File: config.mk
export PLATFORM = sky130hd
export DESIGN_NAME = timer_pair
export DESIGN_NICKNAME = d
export VERILOG_FILES = /design/src/rtl/timer_pair_pkg.sv /design/src/rtl/timer_pair.sv
export VERILOG_INCLUDE_DIRS = /design/src /design/src/rtl
export SDC_FILE = /design/constraint.sdc
export NUM_CORES = 1
export LEC_CHECK = 0
export BUFFER_PORTS_ARGS = -buffer_cell sky130_fd_sc_hd__buf_2
export CAP_MARGIN = 15
export CORE_UTILIZATION = 58
export CTS_CLUSTER_DIAMETER = 200
export DETAILED_ROUTE_END_ITERATION = 8
export HOLD_SLACK_MARGIN = 0.06
export PLACE_DENSITY_LB_ADDON = 0.05
export SLEW_MARGIN = 20
export SYNTH_ARGS = -nofsm -noshare
export SYNTH_HDL_FRONTEND = slang
export SYNTH_SLANG_ARGS = --single-unit
File: constraint.sdc
create_clock -name clk_i -period 3.3 [get_ports clk_i]
set_input_delay 0.33 -clock clk_i [delete_from_list [all_inputs] [get_ports clk_i]]
set_output_delay 0.33 -clock clk_i [all_outputs]
set_load 0.01 [all_outputs]
File: src/rtl/timer_pair_defs.svh
// register indices, field positions, codes and reset values of the timer pair
`ifndef TIMER_PAIR_DEFS_SVH
`define TIMER_PAIR_DEFS_SVH
// register indices (byte address = index * 4)
`define TP_IDX_LCTRL     6'h20
`define TP_IDX_UCTRL     6'h21
`define TP_IDX_LCMP      6'h22
`define TP_IDX_UCMP      6'h23
`define TP_IDX_LPW       6'h24
`define TP_IDX_UPW       6'h25
`define TP_IDX_CFG       6'h26
`define TP_IDX_STAT      6'h27
// control register fields
`define TP_FF_BIT        7
`define TP_RUN_BIT       3
`define TP_CTRL_RESET    8'h00
`define TP_BYTE_RESET    8'h00
// clock select codes
`define TP_CK_EVENT      3'b111
// prescaler taps for codes 000..011
`define TP_SHIFT_000     4'd11
`define TP_SHIFT_001     4'd7
`define TP_SHIFT_010     4'd5
`define TP_SHIFT_011     4'd3
`define TP_PRESC_ONES    12'hfff
`define TP_CNT_MAX       8'hff
`endif

File: src/rtl/timer_pair_pkg.sv
// types shared by the cascadable timer pair
package timer_pair_pkg;
	// stage operating modes
	typedef enum logic [2:0] {
		MODE_TIMER8  = 3'b000,
		MODE_DIV8    = 3'b001,
		MODE_PWM8    = 3'b010,
		MODE_CASC    = 3'b011,
		MODE_TIMER16 = 3'b100,
		MODE_WARMUP  = 3'b101,
		MODE_PWM16   = 3'b110,
		MODE_RSVD    = 3'b111
	} mode_t;
	// stage control register layout
	typedef struct packed {
		logic        ff_init;
		logic [2:0]  clk_sel;
		logic        run;
		mode_t       mode;
	} ctrl_t;
	// avalon request from master
	typedef struct packed {
		logic        read;
		logic        write;
		logic [7:0]  address;
		logic [3:0]  byteenable;
		logic [31:0] writedata;
	} avalon_req_t;
endpackage : timer_pair_pkg

File: src/rtl/timer_pair.sv
// cascadable pair of 8-bit up-counters with avalon register access
//
// The Avalon-MM register port was chosen for this implementation.
`timescale 1ns/1ps
`include "timer_pair_defs.svh"

module timer_pair (
	input  wire logic                        clk_i,
	input  wire logic                        rst_n_i,
	input  wire timer_pair_pkg::avalon_req_t av_req_i,
	output logic                             av_waitrequest_o,
	output logic [31:0]                      av_readdata_o,
	input  wire logic [1:0]                  event_input_pin_i,
	output logic [1:0]                       stage_match_interrupt_o,
	output logic [1:0]                       stage_ff_o
);
	import timer_pair_pkg::*;

	// ************************************************************
	// state
	// ************************************************************
	ctrl_t        ctrl_r [2];          // lower, upper control
	logic [7:0]   cmp_r [2];           // compare_period_reg per stage
	logic [7:0]   pw_r [2];            // pulse_width_reg as written
	logic [7:0]   pw_act_r [2];        // pulse width in use
	logic [7:0]   cnt_r [2];           // up-counters
	logic [7:0]   cnt_nxt [2];         // next counter values
	logic [1:0]   ff_r;                // timer flip-flops
	logic [1:0]   tgl_nxt;             // flip-flop toggle requests
	logic [1:0]   match_r;             // match pulses
	logic [1:0]   match_nxt;           // next match pulses
	logic [1:0]   pwload_nxt;          // pulse width reload
	logic         halve_r;             // prescale_halving_select
	logic [11:0]  presc_r;             // free-running prescaler
	logic [1:0]   ev_s1_r;             // pin sync stage one
	logic [1:0]   ev_s2_r;             // pin sync stage two
	logic [1:0]   ev_d_r;              // delayed for edge detect
	logic [1:0]   ev_fall;             // falling edge ticks
	logic [1:0]   tick;                // qualified source ticks
	logic [1:0]   run;                 // effective run per stage
	logic         casc;                // 16-bit cascade active
	logic         carry;               // lower overflow into upper
	logic         waitreq_r;           // waitrequest flop
	logic [31:0]  rdata_r;             // read data flop
	logic         acc;                 // request accepted this edge
	logic         wr_ok;               // write takes effect
	logic [5:0]   idx;                 // register index
	logic [15:0]  cnt16;               // cascaded count
	logic [15:0]  cnt16_inc;           // cascaded count plus one

	// ************************************************************
	// avalon slave
	// ************************************************************
	assign idx   = av_req_i.address[7:2];
	assign acc   = (av_req_i.read | av_req_i.write) & ~waitreq_r;
	assign wr_ok = acc & av_req_i.write & av_req_i.byteenable[0];

	// one wait cycle, then answer
	always_ff @(posedge clk_i)
	begin
		if (!rst_n_i)
			waitreq_r <= 1'b1;
		else
			waitreq_r <= ~((av_req_i.read | av_req_i.write) & waitreq_r);
	end

	// read data captured during the wait cycle
	always_ff @(posedge clk_i)
	begin
		if (!rst_n_i)
			rdata_r <= 32'h0000_0000;
		else if (av_req_i.read & waitreq_r)
		begin
			unique case (idx)
				`TP_IDX_LCTRL: rdata_r <= {24'h00_0000, ctrl_r[0]};
				`TP_IDX_UCTRL: rdata_r <= {24'h00_0000, ctrl_r[1]};
				`TP_IDX_LCMP:  rdata_r <= {24'h00_0000, cmp_r[0]};
				`TP_IDX_UCMP:  rdata_r <= {24'h00_0000, cmp_r[1]};
				`TP_IDX_LPW:   rdata_r <= {24'h00_0000, pw_act_r[0]};
				`TP_IDX_UPW:   rdata_r <= {24'h00_0000, pw_act_r[1]};
				`TP_IDX_CFG:   rdata_r <= {31'h0000_0000, halve_r};
				`TP_IDX_STAT:  rdata_r <= {16'h0000, cnt_r[1], cnt_r[0]};
				default:       rdata_r <= 32'h0000_0000;  // unmapped
			endcase
		end
	end

	assign av_waitrequest_o = waitreq_r;
	assign av_readdata_o    = rdata_r;

	// control, compare, width and config writes
	always_ff @(posedge clk_i)
	begin
		if (!rst_n_i)
		begin
			ctrl_r[0] <= `TP_CTRL_RESET;
			ctrl_r[1] <= `TP_CTRL_RESET;
			cmp_r[0]  <= `TP_BYTE_RESET;
			cmp_r[1]  <= `TP_BYTE_RESET;
			pw_r[0]   <= `TP_BYTE_RESET;
			pw_r[1]   <= `TP_BYTE_RESET;
			halve_r   <= 1'b0;
		end
		else if (wr_ok)
		begin
			unique case (idx)
				// all fields load together, so a starting write sets mode too
				`TP_IDX_LCTRL: ctrl_r[0] <= av_req_i.writedata[7:0];
				`TP_IDX_UCTRL: ctrl_r[1] <= av_req_i.writedata[7:0];
				`TP_IDX_LCMP:  cmp_r[0]  <= av_req_i.writedata[7:0];
				`TP_IDX_UCMP:  cmp_r[1]  <= av_req_i.writedata[7:0];
				`TP_IDX_LPW:   pw_r[0]   <= av_req_i.writedata[7:0];
				`TP_IDX_UPW:   pw_r[1]   <= av_req_i.writedata[7:0];
				`TP_IDX_CFG:   halve_r   <= av_req_i.writedata[0];
				default:       ;  // unmapped write ignored
			endcase
		end
	end

	// ************************************************************
	// clock sources
	// ************************************************************
	// free-running prescaler of the system clock
	always_ff @(posedge clk_i)
	begin
		if (!rst_n_i)
			presc_r <= 12'h000;
		else
			presc_r <= 12'(presc_r + 12'h001);
	end

	// event pins: two flops then an edge register
	always_ff @(posedge clk_i)
	begin
		if (!rst_n_i)
		begin
			ev_s1_r <= 2'b11;
			ev_s2_r <= 2'b11;
			ev_d_r  <= 2'b11;
		end
		else
		begin
			ev_s1_r <= event_input_pin_i;
			ev_s2_r <= ev_s1_r;
			ev_d_r  <= ev_s2_r;
		end
	end
	assign ev_fall = ev_d_r & ~ev_s2_r;

	// one-cycle tick when the selected tap wraps
	function automatic logic src_tick(input logic [2:0] sel, input logic [11:0] p,
		input logic h, input logic ev);
		logic [3:0]  sh;
		logic [11:0] mask;
		sh   = 4'd0;
		mask = 12'h000;
		unique case (sel)
			3'b000: sh = 4'(`TP_SHIFT_000 + {3'b000, h});
			3'b001: sh = 4'(`TP_SHIFT_001 + {3'b000, h});
			3'b010: sh = 4'(`TP_SHIFT_010 + {3'b000, h});
			3'b011: sh = 4'(`TP_SHIFT_011 + {3'b000, h});
			default: sh = 4'd0;
		endcase
		mask = ~(`TP_PRESC_ONES << sh);
		if (sel == `TP_CK_EVENT)
			return ev;
		else if (sel[2])
			return 1'b0;  // unused codes never tick
		else
			return &(p | ~mask);
	endfunction : src_tick

	// ************************************************************
	// counting
	// ************************************************************
	assign casc      = ctrl_r[1].mode[2];
	assign run[0]    = casc ? ctrl_r[1].run : ctrl_r[0].run;
	assign run[1]    = ctrl_r[1].run;
	assign tick[0]   = src_tick(ctrl_r[0].clk_sel, presc_r, halve_r, ev_fall[0]);
	assign carry     = tick[0] & (cnt_r[0] == `TP_CNT_MAX);
	assign tick[1]   = casc ? carry :
		src_tick(ctrl_r[1].clk_sel, presc_r, halve_r, ev_fall[1]);
	assign cnt16     = {cnt_r[1], cnt_r[0]};
	assign cnt16_inc = 16'(cnt16 + 16'h0001);

	// next counter, match and toggle per stage
	always_comb
	begin
		for (int i = 0; i < 2; i++)
		begin
			cnt_nxt[i]    = cnt_r[i];
			match_nxt[i]  = 1'b0;
			tgl_nxt[i]    = 1'b0;
			pwload_nxt[i] = ~run[i];
		end
		if (casc)
		begin
			// sixteen-bit count on lower source, match on both compares
			if (tick[0])
			begin
				if (cnt16_inc == {cmp_r[1], cmp_r[0]})
				begin
					cnt_nxt[0]   = 8'h00;
					cnt_nxt[1]   = 8'h00;
					match_nxt[1] = 1'b1;
				end
				else
				begin
					cnt_nxt[0] = cnt16_inc[7:0];
					cnt_nxt[1] = cnt16_inc[15:8];
				end
			end
		end
		for (int i = 0; i < 2; i++)
		begin
			if (!casc && tick[i])
			begin
				unique case (ctrl_r[i].mode)
					MODE_TIMER8, MODE_DIV8:
						if (8'(cnt_r[i] + 8'h01) == cmp_r[i])
						begin
							cnt_nxt[i]   = 8'h00;
							match_nxt[i] = 1'b1;
							tgl_nxt[i]   = (ctrl_r[i].mode == MODE_DIV8);
						end
						else
							cnt_nxt[i] = 8'(cnt_r[i] + 8'h01);
					MODE_PWM8:
					begin
						cnt_nxt[i] = 8'(cnt_r[i] + 8'h01);
						if (cnt_r[i] == `TP_CNT_MAX)
						begin
							match_nxt[i]  = 1'b1;
							tgl_nxt[i]    = 1'b1;
							pwload_nxt[i] = 1'b1;
						end
						else if (8'(cnt_r[i] + 8'h01) == pw_act_r[i])
							tgl_nxt[i] = 1'b1;
					end
					default: cnt_nxt[i] = cnt_r[i];  // lower half of cascade
				endcase
			end
			if (!run[i])
			begin
				cnt_nxt[i]   = 8'h00;
				match_nxt[i] = 1'b0;
				tgl_nxt[i]   = 1'b0;
			end
		end
	end

	// counters and match pulses
	always_ff @(posedge clk_i)
	begin
		if (!rst_n_i)
		begin
			cnt_r[0] <= `TP_BYTE_RESET;
			cnt_r[1] <= `TP_BYTE_RESET;
			match_r  <= 2'b00;
		end
		else
		begin
			cnt_r[0] <= cnt_nxt[0];
			cnt_r[1] <= cnt_nxt[1];
			match_r  <= match_nxt;
		end
	end
	assign stage_match_interrupt_o = match_r;

	// pulse width shifts in at period end or while stopped
	always_ff @(posedge clk_i)
	begin
		if (!rst_n_i)
		begin
			pw_act_r[0] <= `TP_BYTE_RESET;
			pw_act_r[1] <= `TP_BYTE_RESET;
		end
		else
		begin
			for (int i = 0; i < 2; i++)
				if (pwload_nxt[i])
					pw_act_r[i] <= pw_r[i];
		end
	end

	// timer flip-flops: control write loads, events toggle
	always_ff @(posedge clk_i)
	begin
		if (!rst_n_i)
			ff_r <= 2'b00;
		else
		begin
			for (int i = 0; i < 2; i++)
			begin
				if (wr_ok && idx == 6'(`TP_IDX_LCTRL + i))
					ff_r[i] <= av_req_i.writedata[`TP_FF_BIT];
				else if (tgl_nxt[i])
					ff_r[i] <= ~ff_r[i];
			end
		end
	end
	assign stage_ff_o = ff_r;

	// ************************************************************
	// checks
	// ************************************************************
	ctrl_reset_a: assert property (@(posedge clk_i)
		!rst_n_i |=> ctrl_r[1] == `TP_CTRL_RESET)
		else $error("upper control not zero after reset");
	ff_write_a: assert property (@(posedge clk_i) disable iff (!rst_n_i)
		wr_ok && idx == `TP_IDX_UCTRL |=> ff_r[1] == $past(av_req_i.writedata[7]))
		else $error("flip-flop not loaded by control write");
	stop_clear_a: assert property (@(posedge clk_i) disable iff (!rst_n_i)
		!run[1] ##1 !run[1] |-> cnt_r[1] == 8'h00)
		else $error("stopped counter not cleared");
	start_fields_a: assert property (@(posedge clk_i) disable iff (!rst_n_i)
		wr_ok && idx == `TP_IDX_UCTRL && !ctrl_r[1].run && av_req_i.writedata[3]
		|=> ctrl_r[1].run && ctrl_r[1].mode == $past(av_req_i.writedata[2:0]))
		else $error("starting write did not load mode");
	cascade_clk_a: assert property (@(posedge clk_i) disable iff (!rst_n_i)
		casc && run[1] && !tick[0] |=> $stable(cnt_r[1]))
		else $error("upper counted without cascade carry");
	casc_run_a: assert property (@(posedge clk_i) disable iff (!rst_n_i)
		casc && !ctrl_r[1].run |=> cnt_r[0] == 8'h00)
		else $error("lower ran without upper run bit");
	match_clear_a: assert property (@(posedge clk_i) disable iff (!rst_n_i)
		match_r[1] |-> cnt_r[1] == 8'h00)
		else $error("match without counter clear");
	compare_now_a: assert property (@(posedge clk_i) disable iff (!rst_n_i)
		!casc && run[1] && ctrl_r[1].mode == MODE_TIMER8 && tick[1]
		&& 8'(cnt_r[1] + 8'h01) == cmp_r[1] |=> match_r[1])
		else $error("compare match missed");
	event_once_a: assert property (@(posedge clk_i) disable iff (!rst_n_i)
		!casc && run[1] && !tick[1] |=> $stable(cnt_r[1]))
		else $error("counter moved without a source tick");
	tap_map_a: assert property (@(posedge clk_i) disable iff (!rst_n_i)
		!casc && tick[1] && ctrl_r[1].clk_sel == 3'b000 && !halve_r
		|-> presc_r[10:0] == 11'h7ff)
		else $error("wrong prescaler tap");
	div_toggle_a: assert property (@(posedge clk_i) disable iff (!rst_n_i)
		match_r[1] && !casc && ctrl_r[1].mode == MODE_DIV8 && !$past(wr_ok)
		|-> ff_r[1] != $past(ff_r[1]))
		else $error("divider flip-flop did not toggle");
	cov_match8_c: cover property (@(posedge clk_i) disable iff (!rst_n_i)
		!casc && match_r[1]);
	cov_casc_c: cover property (@(posedge clk_i) disable iff (!rst_n_i)
		casc && match_r[1]);
	cov_event_c: cover property (@(posedge clk_i) disable iff (!rst_n_i)
		ctrl_r[0].clk_sel == `TP_CK_EVENT && ev_fall[0] && run[0]);
endmodule : timer_pair

Word level (Yosys, flattened, before mapping). Memories as Yosys holds them, arrays and structs flattened. Index checks and enable logic that the tools add are counted.

Add/sub/neg operators: 8. $mul: 0. Divide/modulo/power cells: 0. Magnitude comparators: 0. Equal/unequal tests: 27. Shift-type cells: 2. Muxes and demuxes: 94. Bitwise operators: 31. Reduce and logical (&&, ||, !) cells: 18.

Operators by type and width (count): 8-bit two-way mux (16); 16-bit case mux with 8 select lines (1); 1-bit two-way mux (66); 6-bit == test, second input constant (8); 16-bit two-way mux (3); 12-bit NOT (4); 8-bit == test (4); 4-bit case mux with 4 select lines (2); 8-bit case mux with 2 select lines (2); 12-bit bitwise OR (2); 12-bit AND reduction (2); 12-bit by 4-bit left shift with 12-bit output, first input constant (2); 3-bit by 2-bit == test with 1-bit output, second input constant (6); 16-bit by 1-bit adder with 16-bit output, second input constant (1); 8-bit by 1-bit adder with 8-bit output, second input constant (2); 16-bit == test (1); 8-bit == test, second input constant (2); 12-bit by 1-bit adder with 12-bit output, second input constant (1); 3-bit by 1-bit == test with 1-bit output, second input constant (4); 3-bit logical NOT (4); 1-bit bitwise OR (11); 3-bit by 1-bit adder with 4-bit output, first input constant (2); 1-bit case mux with 2 select lines (4); 1-bit bitwise AND (6); other kinds (12) (24).

Register bits after elaboration: 56. Bits in latches: 0. RAM bits: 80. Bits in read-only memories: 0. Bits of input ports: 50. Output and inout bits: 37. Word-level logic and storage cells: 196. Memories: 5.

Memories: cmp_r (words 2, bits a word 8, rd ports 2, clocked after memory_dff 0, write ports 2, line timer_pair.sv:23) `logic [7:0] cmp_r [2];`; cnt_r (words 2, bits a word 8, rd ports 2, clocked after memory_dff 0, write ports 2, line timer_pair.sv:26) `logic [7:0] cnt_r [2];`; ctrl_r (words 2, bits a word 8, rd ports 2, clocked after memory_dff 0, write ports 2, line timer_pair.sv:22) `ctrl_t ctrl_r [2];`; pw_act_r (words 2, bits a word 8, rd ports 2, clocked after memory_dff 0, write ports 2, line timer_pair.sv:25) `logic [7:0] pw_act_r [2];`; pw_r (words 2, bits a word 8, rd ports 2, clocked after memory_dff 0, write ports 2, line timer_pair.sv:24) `logic [7:0] pw_r [2];`.

Logic depth before layout (Yosys ltp). An unclocked memory read counts as a cell.

Word-level depth: 18. Gate-level depth with buffers: 10. Mapped depth without buffers: 9.

Worst setup path before layout. OpenSTA, ideal clock, no wires.

Path kind: register -> register. Start point: mem cnt_r[1][0] (netlist: cnt_r[0][8]). End point: mem cnt_r[1][3] (netlist: cnt_r[0][11]). Library setup time: 0.131 ns. Data arrival time: 2.267 ns. Data required time: 3.169 ns. Setup slack: 0.901 ns. Cell stages (with the launch flop): 10. Buffers on the path: 1. Path through: dfxtp_1 -> ha_1 -> buf_2 -> nand3_1 -> or4_1 -> o21a_1 -> a211oi_2 -> a21boi_1 -> a2111oi_1 -> nor3b_1.

RTL lines (line): start: declaration (timer_pair.sv:26).

==> results.py <==
metrics = {
    "grt": {
        "first_global_vias": 4906,
        "overflow": 0,
        "grt_usage_pct": 33.0,
        "grt_start_max_net_pins": 26,
        "grt_pass1_wl_um": 27600,
        "antenna_found_initial": 0,
    },
    "placed_design": {
        "port_buffers": 41,
        "post_dp_cell_area_um2": 6770,
        "dp_slack_ps": 513,
        "gp_congestion": 0.915,
        "dpl.cell_count": 828,
        "hpwl_um": 13100,
    },
    "drt": {
        "drcViolationCount": 0,
        "wl_um": 18000,
        "dr.pass1.iters": 6,
        "dr_total_vias": 5329,
        "vias_per_cell": 6.17,
        "first_iter_violations": 670,
        "ant_nets": 0,
        "avgRoutedWirePerCell_um": 20.8,
    },
    "critical_path": {
        "crit_family": "simple AND/OR/NAND/NOR gates",
        "path_cells": "ha_1 -> and3_1 -> a221oi_2 -> nand4_1 -> nor4_2 -> and4bb_4 -> a211oi_1 -> a2111oi_1 -> nor3b_1",
        "worstPathRequired_ps": 3690,
        "arrival_ps": 3250,
        "worstSetupPathType": "flip-flop to flip-flop",
        "endpoint_kind": "flip-flop",
        "crit_slowest_cell": "nor4_2",
        "critical_path_depth": 9,
        "worstRegToRegCells": 9,
        "path_buf_inv": 0,
        "max_stage_delay_ps": 460,
        "start_kind": "flip-flop",
        "crit_path_max_fanout": 6,
    },
    "sta": {
        "finalSetupTns_ps": 0,
        "worst_slack_ps": 449,
        "worst_pin_slew_ps": 1110,
        "hold_viol": 0,
        "slew_violations": 0,
        "finalSetupViolCount": 0,
        "fmax_mhz": 351,
        "min_period_over_period_pct": 86.4,
        "fin_skew_ps": 11.8,
        "maxSlewHeadroom_pct": 25.4,
        "timing.hold.ws_ps": 149,
        "period_needed_ps": 2850,
        "rsz0062_at_grt": "false",
    },
    "synthesis": {
        "postSynthAreaPerCell_um2": 9.73,
        "syn_area_um2": 6510,
        "ys_types": 68,
        "yosys_warnings": 0,
        "ys.flop_type": "edfxtp_1",
        "ys_seq_area_share_pct": 46.8,
        "ys_async_sr_fraction_pct": 0,
        "synth_enable_flop_cells": 64,
        "syn_inst": 669,
        "ys_seq_elements": 120,
    },
    "cells_and_area": {
        "area_growth_pct": 13.4,
        "drive_gt1_share_pct": 14.5,
        "final_cells": 864,
        "nets": 764,
        "finish.utilization_pct": 67.8,
        "n_antenna_cell": 0,
        "stdcell_area_um2": 7380,
    },
    "power": {
        "irDropWorstVdd_uv": 457,
        "power_mw": 3.63,
        "p_per_area_nw_per_um2": 491,
        "power_leakage_nw": 2.71,
    },
    "min_path": {
        "hold_depth": 3,
        "timing.hold.worst.class": "input pin to flip-flop",
    },
    "floorplan": {
        "fp.dieH_um": 108,
        "die_w_um": 108,
        "dieArea_um2": 11700,
        "start_util_pct": 59.8,
        "rows": 38,
        "ioPinCount": 87,
        "core-area_um2": 10900,
    },
    "cts": {
        "htreeDepth": 4,
        "cts_made_buffers": 17,
        "cts.sinks": 120,
        "cts_tree": "done",
        "cts_root_buf": "clkbuf_8",
        "clk_latency_ps": 520,
        "clock_tree.buffer_depth": 2,
        "cts-resized-gates": 0,
        "clk_pin_slew_ps": 60,
    },
    "run": {
        "drv_cap": 0,
    },
    "run_status": {
        "status": "finished, final reports clean",
    },
}
[worst paths after layout]
path | start | to | slack [ps]
setup / recovery | cnt_r[0][1] | cnt_r[0][11] | 450
hold / removal | av_req_i[0] | halve_r | 150
setup reg to reg | cnt_r[0][1] | cnt_r[0][11] | 450
hold reg to reg | ev_s1_r[1] | ev_s2_r[1] | 420
[worst min-delay path: stages]
cell and delay [ps]:
buf_2 130, mux2i_1 80, nor2b_1 90
[synth_stat cells (all sizes together) (3+ instances only)]
library cell,number,area (um^2)
a211oi,6,55.1
a21boi,10,75.1
a21oi,38,190
a221oi,12,111
a22o,3,27.5
a22oi,13,97.6
a31oi,6,37.5
and2,61,382
and3,14,87.6
buf,31,203
clkbuf,20,75.1
dfxtp,56,1120
edfxtp,64,1920
ha,3,37.5
inv,7,26.3
mux2,6,67.6
nand2,49,184
nand2b,13,81.3
nand3,36,185
nand3b,3,22.5
nand4,10,68.8
nor2,33,124
nor2b,16,100
nor3,14,70.1
nor3b,8,65.1
nor4,5,37.5
o211ai,6,45.0
o21a,3,22.5
o21ai,33,169
or3,4,25.0
xnor2,38,340
xor2,16,140
[layout by cell type, fill, tap and decap left out, types with 7 or more instances in the layout]
cell type	n
o21ai_0	28
buf_4	14
nand3_1	35
nor2b_1	16
dfxtp_1	56
buf_2	41
xnor2_1	37
nor2_1	33
inv_1	7
and3_1	14
clkbuf_16	16
a221oi_1	11
nand2b_1	13
a21boi_0	8
and2_1	61
edfxtp_1	64
nor3b_1	7
nand4_1	9
a21oi_1	38
xor2_1	16
nor3_1	14
nand2_1	49
conb_1	16
a22oi_1	13
[flip-flops by register name, summed over array words and instances, names as in the netlist]
name	count
av_readdata_o	16
av_waitrequest_o	1
cmp_r	16
cnt_r	16
ctrl_r	16
ev_d_r	2
ev_s1_r	2
ev_s2_r	2
halve_r	1
presc_r	12
pw_act_r	16
pw_r	16
stage_ff_o	2
stage_match_interrupt_o	2
[what timing repair did]
item                                    in CTS  in global routing
hold buffers                                 4                  0
endpoints found under the setup margin       0                  0
buffers inserted                             0                  0
endpoints found under the hold margin        3                  0
[where the power goes]
part	total, mW	internal (mW)	switching [mW]	leakage [nW]
logic	0.194	0.0726	0.121	1.31
clock network	1.77	1.04	0.729	0.271
registers	1.67	1.62	0.0468	1.13
[per-layer routing]
layer	GRT usage (%)	vias to the layer above	part of all wire (%)
met5	0	-	0
met4	14.7	0	3.2
met3	7.53	45	8.8
met2	50.2	277	45
met1	45.2	2518	43
li1	-	2489	-
[layout make-up]
class,count,area [um^2]
fill,876,3510
multi-input combinational,506,3220
sequential,120,3040
clock buffer,18,428
timing repair buffer,59,350
tap,140,175
clock inverter,14,140
inverter,7,26.3
[logic make-up (layout without fill, tap and decap cells)]
logic type,count (synthesis),count (layout),share of synthesized area [%]
AOI/OAI and AO/OA,148,148,15.2
and+or+nand+nor,275,275,23.3
muxes,8,8,1.35
xor gates and xnor gates,56,56,8.11
buffers and inverters,58,98,4.67
DFF,120,120,46.8
other,1,16,0.0576
adders and majority gates,3,3,0.577
No activity file was read; power rests on OpenSTA's default activity.
